$ cat src/rtl/clk_ctl_consts.svh
// Offsets, field positions, reset values and timing counts of the clock control block
`ifndef CLK_CTL_CONSTS_SVH
`define CLK_CTL_CONSTS_SVH
`define PLL_CTRL_OFS 12'h000
`define MODE_CTRL_OFS 12'h004
`define STATUS_OFS 12'h008
`define PLL_CTRL_RST 8'h00
`define PRE_DIV_BIT 4
`define POST_EN_BIT 5
`define MULT_EN_BIT 6
`define POST_SEL_BIT 7
`define MODE_IDLE_BIT 0
`define MODE_SCS_LO 1
`define MODE_SEC_EN_BIT 3
`define MODE_SLEEP_BIT 4
`define MODE_WAKE_BIT 5
`define CPU_START_CYCLES 10
`endif

$ cat src/rtl/clk_ctl_pkg.sv
// Types of the clock control block
package clk_ctl_pkg;
    typedef enum logic [1:0] {SRC_PRIMARY, SRC_SECONDARY, SRC_INTERNAL} clk_src_e;
    typedef enum {ST_CONFIG, ST_RUN, ST_IDLE, ST_WAIT_SEC, ST_WAKE} pwr_state_e;
endpackage

$ cat src/rtl/clock_pll_and_idle_control.sv
// Clock prescaler, multiplier selection, postscaler and idle mode sequencing
//
// Contract
// - Internal RC clocks configuration until run
// - Internal RC runs when selected or needed
// - Default config bit starts on internal RC
// - Prescaler divides by 2 or 3
// - Multiplier by five when enabled
// - Postscaler bypass, else divide 2 or 3
// - Dividers usable with or without multiplier
// - Primary idle keeps primary clock running
// - Primary idle stops CPU, flag stays set
// - Primary wake after start delay, bits kept
// - Secondary switch stops primary, flags update
// - Secondary wake after delay, bits kept
// - Sleep ignored when secondary disabled
// - Peripheral clocks held until secondary runs
//
// Register access over APB and the register offsets were decided locally.
`timescale 1ns/1ps
`include "clk_ctl_consts.svh"
module clock_pll_and_idle_control
    import clk_ctl_pkg::*;
#(
    parameter int CPU_START_CYCLES = `CPU_START_CYCLES
) (
    input wire logic pclk,
    input wire logic presetn,
    input wire logic psel,
    input wire logic penable,
    input wire logic pwrite,
    input wire logic [11:0] paddr,
    input wire logic [31:0] pwdata,
    output logic [31:0] prdata,
    output logic pready,
    output logic pslverr,
    input wire logic default_clock_cfg_bit,
    input wire logic [1:0] primary_osc_select_cfg,
    input wire logic multiplier_supported,
    input wire logic fail_safe_en,
    input wire logic watchdog_en,
    input wire logic two_speed_en,
    input wire logic secondary_osc_running,
    input wire logic config_done,
    output logic internal_rc_osc_en,
    output logic primary_osc_en,
    output logic multiplier_on,
    output logic [1:0] sys_clk_src,
    output logic cpu_clk_en,
    output logic periph_clk_en,
    output logic pre_tick,
    output logic post_tick
);
    if (CPU_START_CYCLES < 1 || CPU_START_CYCLES > 255) begin : g_bad_start_cycles
        $error("CPU_START_CYCLES out of range");
    end

    logic [7:0] pll_ctrl_q;
    logic idle_on_sleep_enable_q;
    logic [1:0] clock_source_select_q;
    logic secondary_osc_enable_q;
    logic osc_startup_done_flag_q;
    logic secondary_osc_active_flag_q;
    pwr_state_e state_q;
    logic [7:0] delay_q;
    logic [3:0] cfg_s1_q, cfg_s2_q;
    logic sec_s1_q, sec_s2_q;
    logic [1:0] pre_cnt_q, post_cnt_q;
    logic [1:0] pre_ratio_q, post_ratio_q;
    logic post_on_q;
    logic wr_en, rd_en, sleep_cmd, wake_cmd, sec_ok;

    assign wr_en = psel && penable && pwrite;
    assign rd_en = psel && penable && !pwrite;
    assign sleep_cmd = wr_en && paddr == `MODE_CTRL_OFS && pwdata[`MODE_SLEEP_BIT];
    assign wake_cmd = wr_en && paddr == `MODE_CTRL_OFS && pwdata[`MODE_WAKE_BIT];
    assign sec_ok = sec_s2_q;

    // Straps and the oscillator status come from outside this clock
    always_ff @(posedge pclk or negedge presetn) begin
        if (!presetn) begin
            cfg_s1_q <= 4'h0;
            cfg_s2_q <= 4'h0;
            sec_s1_q <= 1'b0;
            sec_s2_q <= 1'b0;
        end else begin
            cfg_s1_q <= {primary_osc_select_cfg, config_done, default_clock_cfg_bit};
            cfg_s2_q <= cfg_s1_q;
            sec_s1_q <= secondary_osc_running;
            sec_s2_q <= sec_s1_q;
        end
    end

    always_ff @(posedge pclk or negedge presetn) begin
        if (!presetn) begin
            pll_ctrl_q <= `PLL_CTRL_RST;
        end else if (wr_en && paddr == `PLL_CTRL_OFS) begin
            pll_ctrl_q <= {pwdata[7:4] & {1'b1, multiplier_supported, 2'h3}, 4'h0};
        end
    end

    always_ff @(posedge pclk or negedge presetn) begin
        if (!presetn) begin
            idle_on_sleep_enable_q <= 1'b0;
            clock_source_select_q <= 2'h0;
            secondary_osc_enable_q <= 1'b0;
        end else if (wr_en && paddr == `MODE_CTRL_OFS && !pwdata[`MODE_SLEEP_BIT]
            && !pwdata[`MODE_WAKE_BIT]) begin
            // Strobe writes leave the mode bits alone, so a wake keeps them
            // Wake never touches these bits
            idle_on_sleep_enable_q <= pwdata[`MODE_IDLE_BIT];
            clock_source_select_q <= pwdata[`MODE_SCS_LO+1:`MODE_SCS_LO];
            secondary_osc_enable_q <= pwdata[`MODE_SEC_EN_BIT];
        end
    end

    // Power sequencer; sleep is accepted only with idle enabled
    always_ff @(posedge pclk or negedge presetn) begin
        if (!presetn) begin
            state_q <= ST_CONFIG;
            delay_q <= 8'h00;
        end else begin
            case (state_q)
                ST_CONFIG: if (cfg_s2_q[1]) state_q <= ST_RUN;
                ST_RUN: begin
                    if (sleep_cmd && idle_on_sleep_enable_q) begin
                        if (clock_source_select_q != 2'h1) begin
                            state_q <= ST_IDLE;
                        end else if (secondary_osc_enable_q) begin
                            state_q <= sec_ok ? ST_IDLE : ST_WAIT_SEC;
                        end
                        // Disabled secondary: sleep ignored
                    end
                end
                ST_WAIT_SEC: if (sec_ok) state_q <= ST_IDLE;
                ST_IDLE: begin
                    if (wake_cmd) begin
                        state_q <= ST_WAKE;
                        delay_q <= 8'(CPU_START_CYCLES);
                    end
                end
                ST_WAKE: begin
                    if (delay_q == 8'h01) state_q <= ST_RUN;
                    delay_q <= delay_q - 8'h01;
                end
                default: state_q <= ST_CONFIG;
            endcase
        end
    end

    always_ff @(posedge pclk or negedge presetn) begin
        if (!presetn) begin
            osc_startup_done_flag_q <= 1'b0;
            secondary_osc_active_flag_q <= 1'b0;
        end else if (state_q != ST_CONFIG && clock_source_select_q == 2'h1 && sec_ok) begin
            osc_startup_done_flag_q <= 1'b0;
            secondary_osc_active_flag_q <= 1'b1;
        end else if (state_q != ST_CONFIG && clock_source_select_q != 2'h1) begin
            osc_startup_done_flag_q <= !(clock_source_select_q[0] || clock_source_select_q == 2'h0
                && cfg_s2_q[0]);
            secondary_osc_active_flag_q <= 1'b0;
        end
    end

    // Ratios latch only at a divider wrap so no short pulse appears
    always_ff @(posedge pclk or negedge presetn) begin
        if (!presetn) begin
            pre_cnt_q <= 2'h0;
            pre_ratio_q <= 2'h1;
            pre_tick <= 1'b0;
        end else begin
            pre_tick <= pre_cnt_q == pre_ratio_q;
            if (pre_cnt_q >= pre_ratio_q) begin
                pre_cnt_q <= 2'h0;
                pre_ratio_q <= pll_ctrl_q[`PRE_DIV_BIT] ? 2'h2 : 2'h1;
            end else begin
                pre_cnt_q <= pre_cnt_q + 2'h1;
            end
        end
    end

    always_ff @(posedge pclk or negedge presetn) begin
        if (!presetn) begin
            post_cnt_q <= 2'h0;
            post_ratio_q <= 2'h0;
            post_on_q <= 1'b0;
            post_tick <= 1'b0;
        end else if (pre_tick) begin // Counts prescaler ticks only; the multiplier is not in this path
            post_tick <= !post_on_q || post_cnt_q == post_ratio_q;
            if (!post_on_q || post_cnt_q >= post_ratio_q) begin
                post_cnt_q <= 2'h0;
                post_on_q <= pll_ctrl_q[`POST_EN_BIT];
                post_ratio_q <= pll_ctrl_q[`POST_SEL_BIT] ? 2'h1 : 2'h2;
            end else begin
                post_cnt_q <= post_cnt_q + 2'h1;
            end
        end else begin
            post_tick <= 1'b0;
        end
    end

    always_ff @(posedge pclk or negedge presetn) begin
        if (!presetn) begin
            internal_rc_osc_en <= 1'b1;
            primary_osc_en <= 1'b0;
            multiplier_on <= 1'b0;
            sys_clk_src <= SRC_INTERNAL;
            cpu_clk_en <= 1'b0;
            periph_clk_en <= 1'b0;
        end else begin
            internal_rc_osc_en <= state_q == ST_CONFIG || sys_clk_src == SRC_INTERNAL
                || fail_safe_en || watchdog_en || two_speed_en;
            primary_osc_en <= state_q != ST_CONFIG && !secondary_osc_active_flag_q;
            multiplier_on <= pll_ctrl_q[`MULT_EN_BIT] && multiplier_supported;
            if (state_q == ST_CONFIG) begin
                sys_clk_src <= SRC_INTERNAL;
            end else if (clock_source_select_q == 2'h1) begin
                sys_clk_src <= SRC_SECONDARY;
            end else if (clock_source_select_q == 2'h0 && cfg_s2_q[0]) begin
                sys_clk_src <= SRC_INTERNAL;
            end else begin
                sys_clk_src <= cfg_s2_q[3:2] == 2'h3 ? SRC_INTERNAL : SRC_PRIMARY;
            end
            cpu_clk_en <= state_q == ST_RUN;
            periph_clk_en <= state_q inside {ST_RUN, ST_IDLE, ST_WAKE};
        end
    end

    always_ff @(posedge pclk or negedge presetn) begin
        if (!presetn) begin
            prdata <= 32'h0000_0000;
            pready <= 1'b0;
            pslverr <= 1'b0;
        end else begin
            pready <= psel && !penable;
            pslverr <= psel && !penable && !(paddr inside {`PLL_CTRL_OFS, `MODE_CTRL_OFS,
                `STATUS_OFS});
            if (psel && !penable && !pwrite) begin
                case (paddr)
                    `PLL_CTRL_OFS: prdata <= {24'h0, pll_ctrl_q};
                    `MODE_CTRL_OFS: prdata <= {28'h0, secondary_osc_enable_q,
                        clock_source_select_q, idle_on_sleep_enable_q};
                    `STATUS_OFS: prdata <= {24'h0, 1'(state_q == ST_WAKE),
                        1'(state_q == ST_WAIT_SEC), 1'(state_q == ST_IDLE), cpu_clk_en,
                        2'(sys_clk_src), secondary_osc_active_flag_q, osc_startup_done_flag_q};
                    default: prdata <= 32'h0000_0000;
                endcase
            end
        end
    end

    a_wake_delay: assert property (@(posedge pclk) disable iff (!presetn)
        state_q == ST_IDLE && wake_cmd |=> state_q == ST_WAKE [*1] ##0 !cpu_clk_en)
        else $error("wake did not wait");
    a_sleep_ignored: assert property (@(posedge pclk) disable iff (!presetn)
        state_q == ST_RUN && sleep_cmd && clock_source_select_q == 2'h1
        && !secondary_osc_enable_q |=> state_q == ST_RUN)
        else $error("sleep not ignored");
    a_sec_flags: assert property (@(posedge pclk) disable iff (!presetn)
        secondary_osc_active_flag_q |-> !osc_startup_done_flag_q) else $error("flags clash");
    a_mult_forced: assert property (@(posedge pclk) disable iff (!presetn)
        !multiplier_supported |=> !multiplier_on) else $error("multiplier not forced off");
    a_idle_cpu: assert property (@(posedge pclk) disable iff (!presetn)
        state_q == ST_IDLE |=> !cpu_clk_en) else $error("cpu runs in idle");
    a_hold_periph: assert property (@(posedge pclk) disable iff (!presetn)
        state_q == ST_WAIT_SEC |=> !periph_clk_en) else $error("peripherals not held");
    a_config_rc: assert property (@(posedge pclk) disable iff (!presetn)
        state_q == ST_CONFIG |=> internal_rc_osc_en) else $error("rc off in config");
    a_pre_spacing: assert property (@(posedge pclk) disable iff (!presetn)
        pre_tick |=> !pre_tick) else $error("prescaler tick too close");

    // Wake timing, flag behaviour and divider bypass
    a_wake_stay: assert property (@(posedge pclk) disable iff (!presetn)
        state_q == ST_WAKE && delay_q != 8'h01 |=> state_q == ST_WAKE && !cpu_clk_en)
        else $error("wake ended early");
    a_wake_keeps: assert property (@(posedge pclk) disable iff (!presetn)
        state_q == ST_IDLE && wake_cmd |=> $stable(idle_on_sleep_enable_q)
        && $stable(clock_source_select_q)) else $error("wake changed mode bits");
    a_sec_wait: assert property (@(posedge pclk) disable iff (!presetn)
        state_q == ST_RUN && sleep_cmd && idle_on_sleep_enable_q
        && clock_source_select_q == 2'h1 && secondary_osc_enable_q && !sec_ok
        |=> state_q == ST_WAIT_SEC) else $error("idle entered before oscillator");
    a_primary_off: assert property (@(posedge pclk) disable iff (!presetn)
        secondary_osc_active_flag_q |=> !primary_osc_en) else $error("primary still on");
    a_idle_periph: assert property (@(posedge pclk) disable iff (!presetn)
        state_q == ST_IDLE |=> periph_clk_en) else $error("peripherals stopped in idle");
    a_startup_kept: assert property (@(posedge pclk) disable iff (!presetn)
        state_q == ST_IDLE && clock_source_select_q == 2'h2
        |=> osc_startup_done_flag_q) else $error("startup flag lost in idle");
    a_post_bypass: assert property (@(posedge pclk) disable iff (!presetn)
        pre_tick && !post_on_q |=> post_tick) else $error("postscaler not bypassed");
    a_default_rc: assert property (@(posedge pclk) disable iff (!presetn)
        state_q == ST_RUN && clock_source_select_q == 2'h0 && cfg_s2_q[0]
        |=> sys_clk_src == SRC_INTERNAL) else $error("default source not internal");
    a_rc_needed: assert property (@(posedge pclk) disable iff (!presetn)
        fail_safe_en || watchdog_en || two_speed_en |=> internal_rc_osc_en)
        else $error("internal oscillator off while needed");
    c_idle: cover property (@(posedge pclk) state_q == ST_RUN ##1 state_q == ST_IDLE);
    c_wake: cover property (@(posedge pclk) state_q == ST_WAKE ##1 state_q == ST_RUN);
    c_wait: cover property (@(posedge pclk) state_q == ST_WAIT_SEC ##1 state_q == ST_IDLE);
    c_sleep_ignored: cover property (@(posedge pclk) state_q == ST_RUN && sleep_cmd
        && clock_source_select_q == 2'h1 && !secondary_osc_enable_q);
    c_post_div: cover property (@(posedge pclk) post_on_q && post_tick);
endmodule

$ cat config.mk
export PLATFORM = sky130hd
export DESIGN_NAME = clock_pll_and_idle_control
export DESIGN_NICKNAME = d
export VERILOG_FILES = /design/src/rtl/clk_ctl_pkg.sv /design/src/rtl/clock_pll_and_idle_control.sv
export VERILOG_INCLUDE_DIRS = /design/src /design/src/rtl
export SDC_FILE = /design/constraint.sdc
export NUM_CORES = 1
export LEC_CHECK = 0
export BUFFER_PORTS_ARGS = -buffer_cell sky130_fd_sc_hd__clkbuf_2
export CORE_ASPECT_RATIO = 1.1
export CORE_MARGIN = 4
export CORE_UTILIZATION = 53
export DETAILED_ROUTE_END_ITERATION = 16
export PLACE_DENSITY = 0.88
export SLEW_MARGIN = 5
export SYNTH_ARGS = -nofsm -noshare
export SYNTH_HDL_FRONTEND = slang
export SYNTH_SLANG_ARGS = --single-unit
$ cat constraint.sdc
create_clock -name pclk -period 2.7 [get_ports pclk]
set_input_delay 0.54 -clock pclk [delete_from_list [all_inputs] [get_ports pclk]]
set_output_delay 0.54 -clock pclk [all_outputs]
set_load 0.05 [all_outputs]
# == After elaboration in Yosys (flattened, before gate mapping) ==
# Index checks and enable logic that the tools add are counted.
# op_classes
eq_ne,23
mux,25
addsub,3
reduce_logical,45
n_bitwise,1
order_cmp,2
# op_table
operator,n
$mux W32,7
$pmux W32 S5,1
$eq A32 B2 Y1 const B,3
$eq A32 B3 Y1 const B,3
$logic_not A32 Y1,2
$eq A32 B1 Y1 const B,1
$eq A32 B4 Y1 const B,1
$reduce_bool A32 Y1,1
$pmux W8 S3,1
$logic_and A1 B1 Y1,18
$mux W2,8
$pmux W8 S2,1
$eq A12 B3 Y1 const B,1
$eq A12 B4 Y1 const B,1
$logic_not A12 Y1,1
$ne A2 B2 Y1 const B,5
$eq A8 B1 Y1 const B,1
$logic_not A1 Y1,8
$mux W8,1
$sub A8 B1 Y8 const B,1
$logic_or A1 B1 Y1,7
$mux W1,6
$reduce_and A6 Y1,1
$reduce_bool A3 Y1,2
11 further kinds,17
# totals
wordCells,127
in_bits,58
ff_bits,112
output_inout_bits,43

# == Depth between registers and ports, before layout ==
# depth
depth_word,7
ltp_mapped,6
depth_no_buf,6

# == Worst setup path after synthesis ==
# OpenSTA, ideal clock, no wires.
# synth_path
kind,input port to flip-flop
start,in paddr[9]
end,reg pll_ctrl_q[4]
t_arrival_ps,1981
path_slack_ps,594
setup_time_ps,125
t_required_ps,2575
path_stages,4
n_path_buf,1
cell_sequence,or4_4 > or4_4 > buf_6 > mux2_4
# synth_between
elab_chain_len,2
# synth_rtl
item,line,source
start: declaration,clock_pll_and_idle_control.sv:32,"input wire logic [11:0] paddr,"
$logic_not A12 Y1,-,
$logic_and A1 B1 Y1 (no line),-,
end signal: assignment,clock_pll_and_idle_control.sv:96,pll_ctrl_q <= `PLL_CTRL_RST;
end signal: assignment,clock_pll_and_idle_control.sv:98,"pll_ctrl_q <= {pwdata[7:4] & {1'b1, multiplier_supported, 2'h3}, 4'h0};"
end: declaration,clock_pll_and_idle_control.sv:58,logic [7:0] pll_ctrl_q;
# Every way passes these cells.
# A chain may end at the register's enable or synchronous reset.

# == Final worst setup path ==
# layout_path
start,in paddr[1]
end,reg pll_ctrl_q[4]
# The elaborated chain is that of the path after synthesis.

==> impl_summary.log <==
INFO  metric run_status = finished clean
INFO  metric power-per-cell-area = around 630 nW/um^2
INFO  metric drv.max_cap_violation_count = 0
INFO  metric cts_root_buf = sky130_fd_sc_hd__clkbuf_8
INFO  metric setup.worst_path.end_class = flop
INFO  metric diodes = 0
INFO  metric post_route_cells_drive_above_1_share = 28.1%
INFO  metric hold_path_class = input pin to async pin
INFO  metric wl_per_cell = 14.1 um
INFO  metric antenna_found_initial = 0
INFO  metric grt_setup_unrepaired = no
INFO  metric timing.setup.critical_path_class = input pin to flop
INFO  metric tightest_slew = 0.740 ns
INFO  metric share_of_flip_flops_with_an_asynchronous_set_or_reset = 100%
INFO  metric die-width = between 70 and 80 um
INFO  metric synth_top_area_cell = sky130_fd_sc_hd__dfrtp_1
INFO  metric finalMaxSlewViolations = 0
INFO  metric grt_resource_usage_total = 17.1%
INFO  metric total_routed_wirelength = 5.27 mm
INFO  metric p_leak = 1.61 nW
INFO  metric cts_tree = done
INFO  metric numCtsBuffers = 9
INFO  metric cp-start-kind = input pin
INFO  metric fp-row-count = 27
INFO  metric final-setup-viol-count = 0
INFO  metric clockBufferDepth = 2
INFO  metric cts.sinks = 59
INFO  metric synth.area.top_cells = sky130_fd_sc_hd__dfrtp_1 (50%), sky130_fd_sc_hd__buf_4 (6.5%), sky130_fd_sc_hd__o21ai_0 (3.6%)
INFO  metric postSynthAreaPerCell = between 10 and 15 sq um
INFO  metric area_enclosed_by_the_die_boundary = 6490 sq um
INFO  metric timing.critical_path.arrival = 2.10 ns
INFO  metric synthesis.instances = approximately 260
INFO  metric met3_usage = 5.40%
INFO  metric fin_setup_tns = 0 ns
INFO  metric groute.layer.met1.usage = between 20% and 30%
INFO  metric detail_route.first_pass.iterations = 4
INFO  metric clk_pin_slew_worst_setup_hold_paths = 0.07 ns
INFO  metric drcViolationCount = 0
INFO  metric hpwlAfterDp = ~3.9 mm
INFO  metric ys.flop_type = sky130_fd_sc_hd__dfrtp_1
INFO  metric synth_edf_count = 0
INFO  metric clock_latency_late_sink = 0.34 ns
INFO  metric total_power = 2.05 mW
INFO  metric postCtsSetupBuffers = 0
INFO  metric h-tree-depth = 3
INFO  metric vias = 1989
INFO  metric grt_most_used_layer = met2
INFO  metric yosysWarnings = 0
INFO  metric vdd_drop_max = 0.380 mV
INFO  metric most_instantiated_library_cell_after_synthesis = sky130_fd_sc_hd__dfrtp_1
INFO  metric ys_seq_elements = between 50 and 60
INFO  metric post_cts_resize_count = 0
INFO  metric post_route_clock_skew = 0.00901 ns
INFO  metric drt.antenna.violating_nets = 0
INFO  metric detailedRoute.firstIterationViolations = 98
INFO  metric final_period_minus_worst_setup_slack = roughly 1.9 ns
INFO  metric core_area = 5070 sq um
INFO  metric numPortBuffers = 52
INFO  metric final_hold_viol_count = 0
INFO  metric overflow = 0
INFO  metric layout-area-overhead-vs-synth = 16.9%
INFO  metric groute.layer.met2.usage = 27.7%
INFO  metric hold_fix_buffers_cts = 0
INFO  metric grt_first_pass_wirelength = 8.69 mm
INFO  metric grt_start_max_net_pins = 32
INFO  metric ios = 101
INFO  metric place.gp.congestion = 0.807
INFO  metric worst_slew_margin_rel = roughly 51%
INFO  metric fin_nets = 376
INFO  metric max_freq = 532 MHz
INFO  metric required_arrival_time_at_the_worst_endpoint = 2.92 ns
INFO  metric synth_common_cells = sky130_fd_sc_hd__dfrtp_1 (56), sky130_fd_sc_hd__buf_4 (24), sky130_fd_sc_hd__nand2_1 (20), sky130_fd_sc_hd__o21ai_0 (20), sky130_fd_sc_hd__nor2_1 (11)
INFO  metric mappedNetlistArea = roughly 2800 sq um
INFO  metric ys_seq_area_share = 53.1%
INFO  metric synth.distinct_cells = 45
INFO  metric layout_worst_path_cycle_share = 69.6%
INFO  metric yosys.area.top_type_share = 50.3%
INFO  metric starting_density = 55.0%
INFO  metric crit_fanout = 4
INFO  metric viasPerCell = 5.30
INFO  metric die_h = 84.1 um
INFO  metric first_global_vias = about 1900
## stage by stage
stage | std cells | cell area, sq um | util, % | setup WS, ns | hold WS, ns
2_1_floorplan | 279 | 2870 | - | 0.594 | 0.244
5_1_grt | 375 | 3260 | 64.3 | 0.714 | 0.288
3_3_place_gp | 359 | 3020 | 59.5 | 0.517 | 0.336
3_5_place_dp | 359 | 3020 | 59.5 | 0.466 | 0.336
4_1_cts | 375 | 3260 | 64.3 | 0.816 | 0.264
6_report | 375 | 3260 | 64.3 | 0.822 | 0.252
## worst max-delay path, cell delays in order
cell                       delay, ns
sky130_fd_sc_hd__clkbuf_2       0.09
sky130_fd_sc_hd__nor4_2         0.39
sky130_fd_sc_hd__nand3_1        0.23
sky130_fd_sc_hd__or4_4          0.52
sky130_fd_sc_hd__mux2_4         0.32
## layout make-up
type | instances | area, sq um
Clock buffer | 11 | 141
Clock inverter | 5 | 100
Fill cell | 404 | 1810
Timing Repair Buffer | 54 | 288
Multi-Input combinational cell | 179 | 1140
Inverter | 9 | 33.8
Tap cell | 58 | 72.6
Sequential cell | 59 | 1480
## cell families after synthesis
| family | Yosys count | share of synthesized area, % |
|---|---|---|
| fa+ha+maj | 6 | 2.69 |
| mux | 15 | 6.19 |
| buf+inv | 41 | 9.02 |
| compound gates | 45 | 10.2 |
| xor+xnor | 5 | 1.57 |
| flops | 59 | 53.1 |
| other cells | 1 | 0.135 |
| simple gates | 84 | 17.1 |
## routing by layer
layer,vias up,share of wire (%)
li1,955,-
met1,948,42
met2,74,50
met3,12,6.0
met4,0,1.5
met5,-,0
## cells in the final DEF (no fill, tap or decap), types with 2 or more instances in the layout
master / instances
sky130_fd_sc_hd__dfstp_2: 3
sky130_fd_sc_hd__inv_1: 9
sky130_fd_sc_hd__nor3b_1: 2
sky130_fd_sc_hd__a21oi_1: 3
sky130_fd_sc_hd__a31oi_1: 2
sky130_fd_sc_hd__mux2i_1: 6
sky130_fd_sc_hd__nor4_1: 3
sky130_fd_sc_hd__or4_1: 3
sky130_fd_sc_hd__clkbuf_8: 10
sky130_fd_sc_hd__o21ai_0: 20
sky130_fd_sc_hd__or2_2: 2
sky130_fd_sc_hd__nor3b_2: 2
sky130_fd_sc_hd__nand3_1: 7
sky130_fd_sc_hd__conb_1: 24
sky130_fd_sc_hd__or4_4: 2
sky130_fd_sc_hd__mux2_4: 3
sky130_fd_sc_hd__nor3_1: 5
sky130_fd_sc_hd__a21boi_0: 2
sky130_fd_sc_hd__clkinv_2: 2
sky130_fd_sc_hd__o21a_1: 4
sky130_fd_sc_hd__dfrtp_1: 56
sky130_fd_sc_hd__and2_1: 5
sky130_fd_sc_hd__a211oi_1: 2
sky130_fd_sc_hd__nand2_1: 20
sky130_fd_sc_hd__a22oi_1: 4
sky130_fd_sc_hd__clkbuf_2: 52
sky130_fd_sc_hd__xnor2_1: 2
sky130_fd_sc_hd__xor2_1: 3
sky130_fd_sc_hd__mux2_2: 6
sky130_fd_sc_hd__bufinv_16: 3
sky130_fd_sc_hd__ha_1: 6
sky130_fd_sc_hd__nor2_1: 11
sky130_fd_sc_hd__nor2b_1: 7
sky130_fd_sc_hd__nand2b_1: 8
sky130_fd_sc_hd__o31ai_1: 2
sky130_fd_sc_hd__a21o_1: 3
## worst paths after layout
| kind | start | to | slack, ns | cells past startpoint |
|---|---|---|---|---|
| min in group pclk | secondary_osc_running | sec_s1_q$_DFF_PN0_ | 0.32 | 1 |
| min reg2reg | cfg_s1_q[3]$_DFF_PN0_ | cfg_s2_q[3]$_DFF_PN0_ | 0.35 | 0 |
| max in group asynchronous | presetn | internal_rc_osc_en$_DFF_PN1_ | 1.75 | 2 |
| max | paddr[1] | pll_ctrl_q[4]$_DFFE_PN0P_ | 0.82 | 5 |
| max reg2reg | post_cnt_q[0]$_DFFE_PN0P_ | post_on_q$_DFFE_PN0P_ | 0.83 | 6 |
| min | presetn | pll_ctrl_q[6]$_DFFE_PN0P_ | 0.25 | 1 |
## power breakdown
part	total, mW	internal (mW)	switching [mW]
Combinational	0.171	0.0363	0.135
Sequential	0.906	0.899	0.00645
Clock	0.972	0.635	0.337
## state kept, by name (all words and copies together) (netlist names), 2 cells and up
name                   count
delay_q                    8
prdata                     8
cfg_s1_q                   4
cfg_s2_q                   4
pll_ctrl_q                 4
state_q                    3
clock_source_select_q      2
post_cnt_q                 2
post_ratio_q               2
pre_cnt_q                  2
pre_ratio_q                2
sys_clk_src                2
Power figures use the tool's default switching activity.
